==> src/ohlc_defines.svh <==
// Offsets, field positions and reset values for the list control block
`ifndef OHLC_DEFINES_SVH
`define OHLC_DEFINES_SVH

// Register offsets within the base address region
`define OHLC_LIST_CTRL_OFS     8'h04
`define OHLC_CMD_STATUS_OFS    8'h08

// List control field positions
`define OHLC_RATIO_LSB         0
`define OHLC_RATIO_MSB         1
`define OHLC_PER_EN_BIT        2
`define OHLC_ISO_EN_BIT        3
`define OHLC_CLE_BIT           4

// Command/status field positions
`define OHLC_CMD_LSB           0
`define OHLC_CMD_MSB           3
`define OHLC_SOC_LSB           16
`define OHLC_SOC_MSB           17

// Reset values
`define OHLC_LIST_CTRL_RST     5'h00
`define OHLC_CMD_RST           4'h0
`define OHLC_SOC_RST           2'h0
`define OHLC_COUNT_RST         3'h0
`define OHLC_RDATA_RST         32'h0000_0000

`endif

==> src/ohlc_pkg.sv <==
// Types shared by the list control block
package ohlc_pkg;

  // Frame phase of the list scheduler, one-hot
  typedef enum logic [2:0] {
    ST_IDLE     = 3'h1,
    ST_PERIODIC = 3'h2,
    ST_NONPER   = 3'h4
  } ohlc_phase_t;

  // Control-to-bulk ratio field
  typedef logic [1:0] ohlc_ratio_t;

endpackage : ohlc_pkg
==> src/ohlc_list_control.sv <==
// List control and command/status registers with frame list sequencing
`timescale 1ns/1ps
`include "ohlc_defines.svh"

// Summary of operation
// - Control list runs from next frame once enabled; stops at once when cleared.
// - Control enable is sampled before each control list step; zero skips it.
// - Isochronous ED with iso enable clear abandons periodic list for non-periodic.
// - Iso enable changes take effect from the following frame only.
// - Periodic enable is checked at frame start before the periodic list.
// - Ratio field codes 00b, 01b, 10b give 1:1, 2:1, 3:1.
// - Each non-periodic step compares ratio with served count, then picks list.
// - Control service count survives frame boundaries; never cleared at SOF.
// - Command/status at 08h is write-one-to-set; zeros leave bits alone.
// - All command/status bits read back their current value.
// - Periodic list unfinished at EOF flags overrun, bumps count, sets flag.
// - Two-bit overrun count starts at 00b, wraps after 11b, counts every overrun.
module ohlc_list_control #(
  parameter int COUNT_W = 3
) (
  // Clock and reset
  input  wire logic        SYS_CLK_IN,
  input  wire logic        RESET_IN,
  input  wire logic        SOFT_RESET_IN,
  // Register port
  input  wire logic        REG_WR_IN,
  input  wire logic        REG_RD_IN,
  input  wire logic [7:0]  REG_ADDR_IN,
  input  wire logic [31:0] REG_WDATA_IN,
  output logic      [31:0] REG_RDATA_OUT,
  output logic             REG_RVALID_OUT,
  // Frame and list walker events
  input  wire logic        SOF_IN,
  input  wire logic        EOF_IN,
  input  wire logic        ISO_ED_SEEN_IN,
  input  wire logic        PERIODIC_DONE_IN,
  input  wire logic        NP_STEP_REQ_IN,
  input  wire logic        CTRL_ED_NONEMPTY_IN,
  input  wire logic        BULK_READY_IN,
  input  wire logic [3:0]  CMD_CLEAR_IN,
  // Scheduler decisions
  output logic             PERIODIC_GO_OUT,
  output logic             ISO_CONTINUE_OUT,
  output logic             ISO_ABORT_OUT,
  output logic             SERVE_CTRL_OUT,
  output logic             SERVE_BULK_OUT,
  output logic             OVERRUN_SET_OUT,
  output logic [3:0]       CMD_BITS_OUT
);

  // Register state
  logic [4:0]  list_ctrl_reg;
  logic [4:0]  list_ctrl_next;
  logic [3:0]  cmd_reg;
  logic [3:0]  cmd_next;
  logic [1:0]  soc_reg;
  logic [1:0]  soc_next;
  logic [31:0] rdata_reg;
  logic [31:0] rdata_next;
  logic        rvalid_reg;
  logic        rvalid_next;
  // Frame state
  ohlc_pkg::ohlc_phase_t phase_reg;
  ohlc_pkg::ohlc_phase_t phase_next;
  logic        iso_frame_reg;
  logic        iso_frame_next;
  logic        cle_frame_reg;
  logic        cle_frame_next;
  logic        pgo_reg;
  logic        pgo_next;
  logic        icont_reg;
  logic        icont_next;
  logic        iabort_reg;
  logic        iabort_next;
  logic        ovr_reg;
  logic        ovr_next;
  // Decoded views
  logic        wr_ctrl;
  logic        wr_cmd;
  logic        cle_live;
  logic        per_live;
  logic        overrun;
  logic        ctrl_en;
  logic        np_step;
  logic [31:0] ctrl_view;
  logic [31:0] cmd_view;

  // Address decode
  assign wr_ctrl  = REG_WR_IN && (REG_ADDR_IN == `OHLC_LIST_CTRL_OFS);
  assign wr_cmd   = REG_WR_IN && (REG_ADDR_IN == `OHLC_CMD_STATUS_OFS);
  assign cle_live = list_ctrl_reg[`OHLC_CLE_BIT];
  assign per_live = list_ctrl_reg[`OHLC_PER_EN_BIT];

  // Readback images; reserved bits read as zero
  always_comb begin
    ctrl_view = 32'h0000_0000;
    ctrl_view[`OHLC_CLE_BIT:`OHLC_RATIO_LSB] = list_ctrl_reg;
    cmd_view  = 32'h0000_0000;
    cmd_view[`OHLC_CMD_MSB:`OHLC_CMD_LSB] = cmd_reg;
    cmd_view[`OHLC_SOC_MSB:`OHLC_SOC_LSB] = soc_reg;
  end

  // Overrun: periodic list still running when the frame ends
  // overrun at EOF
  assign overrun = EOF_IN && (phase_reg == ohlc_pkg::ST_PERIODIC);

  // Register next values
  always_comb begin
    list_ctrl_next = list_ctrl_reg;
    cmd_next       = cmd_reg & ~CMD_CLEAR_IN;
    soc_next       = soc_reg;
    rvalid_next    = REG_RD_IN;
    rdata_next     = `OHLC_RDATA_RST;
    // Driver owns the ratio after a reset; hardware only clears it
    // ratio restored by software
    if (wr_ctrl) begin
      list_ctrl_next = REG_WDATA_IN[`OHLC_CLE_BIT:`OHLC_RATIO_LSB];
    end
    // Ones set, zeros keep; set beats a same-cycle clear
    // write one to set
    if (wr_cmd) begin
      cmd_next = cmd_next | REG_WDATA_IN[`OHLC_CMD_MSB:`OHLC_CMD_LSB];
    end
    // Count every overrun, wrapping naturally
    // overrun count wraps
    if (overrun) begin
      soc_next = soc_reg + 2'h1;
    end
    if (REG_RD_IN) begin
      case (REG_ADDR_IN)
        `OHLC_LIST_CTRL_OFS:  rdata_next = ctrl_view;
        `OHLC_CMD_STATUS_OFS: rdata_next = cmd_view;
        default:              rdata_next = `OHLC_RDATA_RST;
      endcase
    end
    if (SOFT_RESET_IN) begin
      list_ctrl_next = `OHLC_LIST_CTRL_RST;
      cmd_next       = `OHLC_CMD_RST;
      soc_next       = `OHLC_SOC_RST;
    end
  end

  // Register flops
  always_ff @(posedge SYS_CLK_IN or posedge RESET_IN) begin
    if (RESET_IN) begin
      list_ctrl_reg <= `OHLC_LIST_CTRL_RST;
      cmd_reg       <= `OHLC_CMD_RST;
      soc_reg       <= `OHLC_SOC_RST;
      rdata_reg     <= `OHLC_RDATA_RST;
      rvalid_reg    <= 1'b0;
    end else begin
      list_ctrl_reg <= list_ctrl_next;
      cmd_reg       <= cmd_next;
      soc_reg       <= soc_next;
      rdata_reg     <= rdata_next;
      rvalid_reg    <= rvalid_next;
    end
  end

  // Frame phase sequencing and per-frame enable snapshots
  always_comb begin
    phase_next     = phase_reg;
    iso_frame_next = iso_frame_reg;
    cle_frame_next = cle_frame_reg;
    pgo_next       = 1'b0;
    icont_next     = 1'b0;
    iabort_next    = 1'b0;
    ovr_next       = overrun;
    if (SOF_IN) begin
      iso_frame_next = list_ctrl_reg[`OHLC_ISO_EN_BIT];
      cle_frame_next = cle_live;
      if (per_live) begin
        phase_next = ohlc_pkg::ST_PERIODIC;
        pgo_next   = 1'b1;
      end else begin
        phase_next = ohlc_pkg::ST_NONPER;
      end
    end else begin
      case (phase_reg)
        ohlc_pkg::ST_IDLE: begin
          phase_next = ohlc_pkg::ST_IDLE;
        end
        ohlc_pkg::ST_PERIODIC: begin
          if (EOF_IN) begin
            phase_next = ohlc_pkg::ST_IDLE;
          end else if (ISO_ED_SEEN_IN) begin
            if (iso_frame_reg) begin
              icont_next = 1'b1;
            end else begin
              iabort_next = 1'b1;
              phase_next  = ohlc_pkg::ST_NONPER;
            end
          end else if (PERIODIC_DONE_IN) begin
            phase_next = ohlc_pkg::ST_NONPER;
          end
        end
        ohlc_pkg::ST_NONPER: begin
          if (EOF_IN) begin
            phase_next = ohlc_pkg::ST_IDLE;
          end
        end
        default: begin
          phase_next = ohlc_pkg::ST_IDLE;
        end
      endcase
    end
    // Clearing the enable drops this frame's grant; a re-set waits for SOF
    // set acts next frame
    if (!cle_live) begin
      cle_frame_next = 1'b0;
    end
    if (SOFT_RESET_IN) begin
      phase_next     = ohlc_pkg::ST_IDLE;
      iso_frame_next = 1'b0;
      cle_frame_next = 1'b0;
      pgo_next       = 1'b0;
      icont_next     = 1'b0;
      iabort_next    = 1'b0;
    end
  end

  // Frame state flops
  always_ff @(posedge SYS_CLK_IN or posedge RESET_IN) begin
    if (RESET_IN) begin
      phase_reg     <= ohlc_pkg::ST_IDLE;
      iso_frame_reg <= 1'b0;
      cle_frame_reg <= 1'b0;
      pgo_reg       <= 1'b0;
      icont_reg     <= 1'b0;
      iabort_reg    <= 1'b0;
      ovr_reg       <= 1'b0;
    end else begin
      phase_reg     <= phase_next;
      iso_frame_reg <= iso_frame_next;
      cle_frame_reg <= cle_frame_next;
      pgo_reg       <= pgo_next;
      icont_reg     <= icont_next;
      iabort_reg    <= iabort_next;
      ovr_reg       <= ovr_next;
    end
  end

  // Control list allowed only if enabled this frame and still enabled now
  // live enable sampled
  assign ctrl_en = cle_live && cle_frame_reg;
  assign np_step = NP_STEP_REQ_IN && (phase_reg == ohlc_pkg::ST_NONPER) && !SOF_IN && !EOF_IN;

  // Control versus bulk arbitration
  ohlc_np_arbiter #(
    .COUNT_W (COUNT_W)
  ) u_arb (
    .clk_in           (SYS_CLK_IN),
    .rst_in           (RESET_IN),
    .soft_rst_in      (SOFT_RESET_IN),
    .step_req_in      (np_step),
    .ctrl_en_in       (ctrl_en),
    .bulk_ready_in    (BULK_READY_IN),
    .ratio_in         (list_ctrl_reg[`OHLC_RATIO_MSB:`OHLC_RATIO_LSB]),
    .ctrl_nonempty_in (CTRL_ED_NONEMPTY_IN),
    .serve_ctrl_out   (SERVE_CTRL_OUT),
    .serve_bulk_out   (SERVE_BULK_OUT),
    .ctrl_count_out   ()
  );

  // Outputs straight from flops
  assign REG_RDATA_OUT    = rdata_reg;
  assign REG_RVALID_OUT   = rvalid_reg;
  assign PERIODIC_GO_OUT  = pgo_reg;
  assign ISO_CONTINUE_OUT = icont_reg;
  assign ISO_ABORT_OUT    = iabort_reg;
  assign OVERRUN_SET_OUT  = ovr_reg;
  assign CMD_BITS_OUT     = cmd_reg;

endmodule : ohlc_list_control

==> src/ohlc_np_arbiter.sv <==
// Control versus bulk choice for each non-periodic list step
`timescale 1ns/1ps
`include "ohlc_defines.svh"

module ohlc_np_arbiter #(
  parameter int COUNT_W = 3
) (
  // Clock and reset
  input  wire logic                 clk_in,
  input  wire logic                 rst_in,
  input  wire logic                 soft_rst_in,
  // Step request and qualifiers
  input  wire logic                 step_req_in,
  input  wire logic                 ctrl_en_in,
  input  wire logic                 bulk_ready_in,
  input  wire ohlc_pkg::ohlc_ratio_t ratio_in,
  input  wire logic                 ctrl_nonempty_in,
  // Decisions
  output logic                      serve_ctrl_out,
  output logic                      serve_bulk_out,
  output logic [COUNT_W-1:0]        ctrl_count_out
);

  // Count must hold the largest limit of four
  if (COUNT_W < 3) begin : g_count_w_check
    $error("COUNT_W must be at least 3");
  end

  // Control EDs allowed per bulk ED for a ratio code
  function automatic logic [COUNT_W-1:0] ratio_limit(input ohlc_pkg::ohlc_ratio_t r);
    ratio_limit = COUNT_W'({1'b0, r}) + COUNT_W'(1);
  endfunction : ratio_limit

  logic               serve_ctrl_reg;
  logic               serve_ctrl_next;
  logic               serve_bulk_reg;
  logic               serve_bulk_next;
  logic [COUNT_W-1:0] count_reg;
  logic [COUNT_W-1:0] count_next;
  logic [COUNT_W-1:0] limit;

  assign limit = ratio_limit(ratio_in);

  // Next decision and service count
  always_comb begin
    serve_ctrl_next = 1'b0;
    serve_bulk_next = 1'b0;
    count_next      = count_reg;
    if (ctrl_nonempty_in && (count_reg < limit)) begin
      count_next = count_reg + COUNT_W'(1);
    end
    if (step_req_in) begin
      if (ctrl_en_in && ((count_reg < limit) || !bulk_ready_in)) begin
        serve_ctrl_next = 1'b1;
      end else if (bulk_ready_in) begin
        serve_bulk_next = 1'b1;
        count_next      = COUNT_W'(`OHLC_COUNT_RST);
      end
    end
    if (soft_rst_in) begin
      count_next      = COUNT_W'(`OHLC_COUNT_RST);
      serve_ctrl_next = 1'b0;
      serve_bulk_next = 1'b0;
    end
  end

  // Registers; count is never touched by frame boundaries
  // count kept over SOF
  always_ff @(posedge clk_in or posedge rst_in) begin
    if (rst_in) begin
      serve_ctrl_reg <= 1'b0;
      serve_bulk_reg <= 1'b0;
      count_reg      <= COUNT_W'(`OHLC_COUNT_RST);
    end else begin
      serve_ctrl_reg <= serve_ctrl_next;
      serve_bulk_reg <= serve_bulk_next;
      count_reg      <= count_next;
    end
  end

  assign serve_ctrl_out = serve_ctrl_reg;
  assign serve_bulk_out = serve_bulk_reg;
  assign ctrl_count_out = count_reg;

endmodule : ohlc_np_arbiter

==> config.mk <==
export PLATFORM = sky130hd
export DESIGN_NAME = ohlc_list_control
export DESIGN_NICKNAME = d
export VERILOG_FILES = /design/src/ohlc_pkg.sv /design/src/ohlc_list_control.sv /design/src/ohlc_np_arbiter.sv
export VERILOG_INCLUDE_DIRS = /design/src
export SDC_FILE = /design/constraint.sdc
export NUM_CORES = 1
export LEC_CHECK = 0
export ABC_AREA = 1
export BUFFER_PORTS_ARGS = -buffer_cell sky130_fd_sc_hd__buf_2
export CAP_MARGIN = 20
export CORE_AREA = 2 2 67 69
export DETAILED_ROUTE_END_ITERATION = 7
export DIE_AREA = 0 0 69 71
export PLACE_DENSITY = 0.85
export SLEW_MARGIN = 10
export SYNTH_ARGS = -nofsm -noshare
export SYNTH_HDL_FRONTEND = slang
export SYNTH_SLANG_ARGS = --single-unit
==> constraint.sdc <==
create_clock -name SYS_CLK_IN -period 2.2 [get_ports SYS_CLK_IN]
set_input_delay 0.22 -clock SYS_CLK_IN [delete_from_list [all_inputs] [get_ports SYS_CLK_IN]]
set_output_delay 0.22 -clock SYS_CLK_IN [all_outputs]
set_load 0.02 [all_outputs]
==> flow_summary_export.csv, run 1 <==
group,metric,value,unit
outcome,status,"finished, final reports clean",
placed_design,place_area,0.001973,mm²
final_layout,layout-drive-gt1-share,29.50,%
clock_tree,cts_buffer_depth,2,
final_layout,layout_commonest_cell,"buf_2",
clock_tree,clk_latency,0.28,ns
detailed_routing,vias,1398,
clock_tree,cts_setup_buffers,0,
sta,fmax,585.7,MHz
sta,clock_skew,0.003240,ns
yosys,synth_cell_types,27,
final_layout,fin_nets,320,
critical_path,arrival,1.92,ns
global_routing,grt-ovfl-total,0,
critical_path,worstSetupPathType,"register to register",
flow_run,max-cap-violations,0,
yosys,synth_top_area_cell,"dfrtp_1",
detailed_routing,wl_per_cell,10.41,µm
yosys,ys_top_cells_by_area,"dfrtp_1, buf_4, nand2_1, inv_1, nor2_1",
yosys,syn-cell-area,0.001777,mm²
placed_design,hpwl,2598,µm
critical_path,cp_data_required_time,2.41,ns
floorplanning,ioPinCount,99,
clock_tree,htreeDepth,2,
sta,min_period_over_period,77.60,%
final_layout,fin_area,0.002090,mm²
critical_path,r2r_start,"list_ctrl_reg[1]$_DFFE_PP0P_",
critical_path,r2r_setup_slack,0.49,ns
global_routing,grt_pass1_vias,1328,
floorplanning,die_w,69,µm
detailed_routing,route.detailed.drc,0,
clock_tree,numCtsBuffers,5,
critical_path,crit_path_max_fanout,3,
clock_tree,clk_pin_slew,0.07,ns
yosys,synthCells,209,
yosys,avgSynthCellArea,8.501,µm²
critical_path,crit_path_end_kind,"register",
final_layout,syn2layout_area_growth,17.61,%
power_and_ir_drop,leakagePower,1.173,nW
critical_path,cp-start-kind,"register",
global_routing,grt_pass1_wl,5499,µm
placed_design,gp_congestion,0.7790,
sta,setup_viol,0,
sta,slew_violations,0,
global_routing,grt_max_degree,34,
critical_path,crit_path_start,"list_ctrl_reg[1]$_DFFE_PP0P_",
critical_path,ff2ff_path_depth,12,
yosys,synth-seq-cells,33,
sta,hold_viol_final,0,
power_and_ir_drop,max-vdd-ir-drop,0.0002338,V
clock_tree,holdBufCountCts,0,
detailed_routing,vias_per_cell,4.466,
floorplanning,die-area,0.004899,mm²
detailed_routing,routed_wl,3258,µm
final_layout,n_fill_cell,411,
detailed_routing,drt_iter0_drc,88,
final_layout,layout_common_cells,"buf_2, nand2_1, dfrtp_1, conb_1, inv_1",
yosys,yosys_warnings,0,
sta,rsz0062_at_grt,"no",
final_layout,n_antenna_cell,0,
sta,tns,0,ns
clock_tree,root_buffer,"clkbuf_8",
final_layout,largest_reg_flops,7,
global_routing,antenna_found_initial,0,
floorplanning,initial_core_util,42.26,%
sta,fin_crit,1.707,ns
clock_tree,cts_resized,0,
floorplanning,rows,24,
global_routing,grt.total_usage,14.41,%
min_path,hp-class,"primary input to async pin",
clock_tree,cts_sinks,33,
yosys,synthDominantCellAreaShare,45.07,%
clock_tree,cts_tree,"done",
placed_design,portBuffers,46,
floorplanning,core,0.004204,mm²
detailed_routing,ant_nets,0,
critical_path,worstReg2RegEnd,"u_arb.ctrl_count_out[0]$_DFF_PP0_",
power_and_ir_drop,power_density,692.2,mW/mm²
yosys,yosysSeqAreaShare,46.55,%
critical_path,cp-endpoint,"u_arb.ctrl_count_out[0]$_DFF_PP0_",
floorplanning,die_y,71,µm
detailed_routing,dr.pass1.iters,4,
## Yosys cell counts (all sizes together)
| library cell | n |
|---|---|
| nand2 | 50 |
| dfrtp | 32 |
| inv | 28 |
| buf | 26 |
| nor2 | 26 |
| nand3 | 15 |
| o21ai | 10 |
| ha | 4 |
| o22ai | 4 |
| nand4 | 3 |
| a21oi | 2 |
| clkinv | 2 |
| nor3 | 2 |
| clkbuf | 1 |
| conb | 1 |
| dfstp | 1 |
| o21bai | 1 |
| xor2 | 1 |
## where the power goes
part           switching, mW  internal (mW)
sequential            0.0175          0.626
combinational          0.152         0.0740
clock                  0.208          0.369
## worst max-delay path, stage by stage, from the launching register on
cell     delay (ns)
dfrtp_1        0.40
ha_1           0.28
inv_1          0.04
ha_1           0.27
nand2_1        0.06
inv_1          0.03
nand2_1        0.09
nand2_1        0.06
nand2_1        0.06
nand2_1        0.06
nand2_1        0.08
nand2_1        0.09
nor2_1         0.11
## per-stage QoR
| step | utilization, % | total power [mW] | std cells | setup slack (ns) | hold slack [ns] |
|---|---|---|---|---|---|
| final | 49.70 | 1.446 | 313 | 0.4927 | 0.01394 |
| after global routing | 49.70 | 1.527 | 313 | 0.3080 | 0.06055 |
| after CTS | 49.70 | 1.465 | 313 | 0.4729 | 0.02089 |
| after detailed placement | 46.93 | 0.8820 | 305 | 0.4870 | 0.3241 |
| after global placement | 46.93 | 0.8702 | 305 | 0.5587 | 0.3274 |
| after floorplan | - | 0.8534 | 233 | 0.6553 | 0.2514 |
## kinds of logic (layout without fill, tap and decap cells)
family	Yosys count	after routing	synth area share (%)
other	1	25	0.2111
flip-flops	33	33	46.55
AO/OA/AOI/OAI	17	17	5.845
adder cells (fa/ha/maj)	4	4	2.817
AND/OR/NAND/NOR	96	96	26.55
XOR/XNOR	1	1	0.4930
buffers and inverters	57	85	17.54
## routing by layer
layer | part of all wire [%] | wire length [µm] | vias up | global-route usage [%]
met4 | 1.5 | 48 | 0 | 8.497
li1 | - | - | 707 | -
met1 | 40 | 1317 | 626 | 16.18
met2 | 50 | 1630 | 59 | 24.25
met5 | 0 | 0 | - | 0
met3 | 8.0 | 261 | 6 | 4.416
## worst min path at each step
stage          startpoint                           endpoint  slack [ns]  cells past startpoint
6_report         RESET_IN  u_arb.ctrl_count_out[2]$_DFF_PP0_        0.01                      3
5_1_grt          RESET_IN         REG_RDATA_OUT[3]$_DFF_PP0_        0.06                      3
4_1_cts          RESET_IN         REG_RDATA_OUT[3]$_DFF_PP0_        0.02                      3
3_5_place_dp     RESET_IN         REG_RDATA_OUT[3]$_DFF_PP0_        0.32                      3
3_3_place_gp     RESET_IN         REG_RDATA_OUT[3]$_DFF_PP0_        0.33                      3
2_1_floorplan   REG_RD_IN           REG_RVALID_OUT$_DFF_PP0_        0.25                      0
## final cells by class
class,count,area (µm²),area share [%]
clock buffers,7,86.33,4.132
repair buffers,47,237.7,11.38
inverters,30,115.1,5.509
multi-input cells,143,728.2,34.85
flip-flops and latches,33,827.0,39.58
clock inverters,1,30.03,1.437
well taps,52,65.06,3.114
(Power assumes the default switching activity.)
==> run 2, diff against run 1 <==
--- a/config.mk
+++ b/config.mk
@@ -9,10 +9,10 @@
 export ABC_AREA = 1
 export BUFFER_PORTS_ARGS = -buffer_cell sky130_fd_sc_hd__buf_2
 export CAP_MARGIN = 20
-export CORE_AREA = 2 2 67 69
+export CORE_AREA = 2 2 70 72
 export DETAILED_ROUTE_END_ITERATION = 7
-export DIE_AREA = 0 0 69 71
-export PLACE_DENSITY = 0.85
+export DIE_AREA = 0 0 72 74
+export PLACE_DENSITY = 0.82
 export SLEW_MARGIN = 10
 export SYNTH_ARGS = -nofsm -noshare
 export SYNTH_HDL_FRONTEND = slang
==> constraint.sdc (replaced) <==
create_clock -name SYS_CLK_IN -period 1.41 [get_ports SYS_CLK_IN]
set_input_delay 0.141 -clock SYS_CLK_IN [delete_from_list [all_inputs] [get_ports SYS_CLK_IN]]
set_output_delay 0.141 -clock SYS_CLK_IN [all_outputs]
set_load 0.02 [all_outputs]
==> run 2 against run 1 <==
The run now ends with negative setup slack left; cell area is 6.2% higher; wire length rose by 15%; sequential power is 57% higher; combinational power up 110%; fmax rose by 3.1%; sequential share of layout area shrank 2.3 points; clock power increased by 58%; first-iteration DRC count increased by 4.5%; via count increased by 2.4%; critical path depth stayed put; critical endpoint is now u_arb.ctrl_count_out[2]$_DFF_PP0_.
==> flow_summary_export.csv, run 2 (synthesis results as in run 1) <==
group,metric,value,unit
outcome,status,"complete, but fails checks",
outcome,violations,"negative setup slack",
final_layout,syn2layout_area_growth,24.86,%
clock_tree,clk_latency,0.29,ns
clock_tree,cts_sinks,33,
detailed_routing,vias_per_cell,4.458,
clock_tree,htreeDepth,2,
detailed_routing,vias,1431,
sta,slew_violations,0,
global_routing,grt_pass1_wl,6009,µm
global_routing,grt_pass1_vias,1353,
sta,rsz0062_at_grt,"yes",
power_and_ir_drop,max-vdd-ir-drop,0.0004675,V
power_and_ir_drop,p_clk_share,38.0,%
power_and_ir_drop,leakagePower,1.210,nW
final_layout,register_area,827.0,µm²
critical_path,worstPathCellList,"ha_4 > inv_2 > ha_4 > nand2_1 > inv_1 > nand2_2 > nand2_1 > nand2_1 > nand2_2 > nand2_2 > nand2_4 > nor2_1",
floorplanning,core,0.004598,mm²
final_layout,n_fill_cell,434,
final_layout,layout-drive-gt1-share,35.58,%
clock_tree,root_buffer,"clkbuf_8",
sta,layout_setup_ws,-0.2458,ns
final_layout,largest_reg_flops,7,
final_layout,layout_common_cells,"buf_2, nand2_1, dfrtp_1, conb_1, inv_1",
min_path,hp-class,"primary input to register",
critical_path,cp_data_required_time,1.58,ns
power_and_ir_drop,p_comb_share,19.9,%
final_layout,fin_nets,326,
sta,clock_skew,0.003032,ns
min_path,hold_path_depth,2,
global_routing,grt_max_degree,34,
placed_design,hpwl,2711,µm
clock_tree,cts_buffer_depth,2,
sta,fin_crit,1.656,ns
critical_path,critical_path.slowest_cell,"dfrtp_1",
floorplanning,ioPinCount,99,
global_routing,antenna_found_initial,0,
placed_design,portBuffers,46,
sta,hold_viol_final,0,
sta,min_period_over_period,117.4,%
floorplanning,die_y,74,µm
power_and_ir_drop,p_int,1.732,mW
power_and_ir_drop,power_density,1083,mW/mm²
power_and_ir_drop,swShare,27.92,%
sta,tns,-1.094,ns
clock_tree,cts_tree,"done",
detailed_routing,ant_nets,0,
sta,fmax,604.0,MHz
final_layout,multi_input_area,807.0,µm²
critical_path,arrival,1.83,ns
final_layout,n_antenna_cell,0,
clock_tree,clk_pin_slew,0.06,ns
placed_design,place_area,0.002006,mm²
power_and_ir_drop,power.switching,670.9,µW
placed_design,post-place-ws,-0.2378,ns
critical_path,crit_path_max_fanout,3,
critical_path,cp_slowest_stage_delay,0.41,ns
critical_path,crit_path_end_kind,"register",
global_routing,grt-ovfl-total,0,
placed_design,gp_congestion,0.8048,
critical_path,ff2ff_path_depth,12,
floorplanning,die_w,72,µm
detailed_routing,route.detailed.drc,0,
final_layout,fin_area,0.002218,mm²
detailed_routing,wl_per_cell,11.68,µm
critical_path,cp-start-kind,"register",
sta,holdWs,0.04356,ns
global_routing,grt.total_usage,14.89,%
floorplanning,die-area,0.005328,mm²
critical_path,worstSetupPathType,"register to register",
detailed_routing,drt_iter0_drc,92,
sta,setup_viol,5,
floorplanning,initial_core_util,38.64,%
detailed_routing,dr.pass1.iters,4,
clock_tree,numCtsBuffers,5,
flow_run,max-cap-violations,0,
power_and_ir_drop,p_seq_share,42.1,%
final_layout,layout_commonest_cell,"buf_2",
floorplanning,rows,25,
detailed_routing,routed_wl,3748,µm
## run 2: changes by cell type in the layout (fill, tap and decap cells not counted), moves of 2 or more
cell,before,now
nor2_2,3,5
nand2_2,4,7
nor2_1,19,17
ha_1,4,1
nand2_1,43,39
o21ai_0,4,2
ha_4,0,3
buf_4,1,6
## run 2: per-stage QoR
step / power, mW / utilization, % / instances
final: 2.403 / 48.24 / 321
after detailed placement: 1.404 / 43.62 / 310
after CTS: 2.364 / 47.21 / 320
after global routing: 2.514 / 48.24 / 321
after floorplan: 1.345 / - / 233
after global placement: 1.391 / 43.62 / 310
## run 2: metal layers
layer  GRT usage [%]  wire [µm]  up-vias  part of all wire [%]
met5               0          0        -                     0
met4           6.709         66        0                   1.8
met3           3.794        256        6                   6.8
met2           25.72       1906       60                    51
met1           17.61       1519      649                    41
li1                -          -      716                     -
## run 2: power groups by stage
stage               clock (mW)  combinational [mW]  sequential (mW)
finish                   0.912               0.479             1.01
global route             0.967               0.533             1.01
floorplan                    0               0.328             1.02
CTS                      0.916               0.438             1.01
global placement             0               0.372             1.02
detailed placement           0               0.384             1.02
## run 2: worst paths after layout
kind	start	end	slack [ns]
max	list_ctrl_reg[0]$_DFFE_PP0P_	u_arb.ctrl_count_out[2]$_DFF_PP0_	-0.25
min	CMD_CLEAR_IN[1]	CMD_BITS_OUT[1]$_DFF_PP0_	0.04
max reg2reg	list_ctrl_reg[0]$_DFFE_PP0P_	u_arb.ctrl_count_out[2]$_DFF_PP0_	-0.25
min reg2reg	iso_frame_reg$_DFFE_PP0N_	ISO_ABORT_OUT$_DFF_PP0_	0.44
max in group asynchronous	RESET_IN	phase_reg[0]$_DFFE_PP1P_	0.60
min in group asynchronous	RESET_IN	REG_RDATA_OUT[0]$_DFF_PP0_	0.48
## run 2: area by class of cell
class | count | area share (%)
clock buffers | 7 | 3.892
well taps | 54 | 3.046
flip-flops and latches | 33 | 37.28
clock inverters | 1 | 1.354
multi-input cells | 143 | 36.38
repair buffers | 53 | 12.86
inverters | 30 | 5.189
## run 2: what timing repair did
item	in CTS	in global routing
pin swaps	8	4
setup endpoints to repair	5	5
resized for setup	7	8
hold buffers	1	0
cloned	0	0
endpoints found under the hold margin	32	0
buffers inserted	1	1
## run 2: worst max-delay path, delay by kind of cell (launching register included)
family / cells / cell delay (ns)
adder cells (fa/ha/maj): 2 / 0.52
buffers and inverters: 2 / 0.10
flip-flops: 1 / 0.41
AND/OR/NAND/NOR: 8 / 0.50
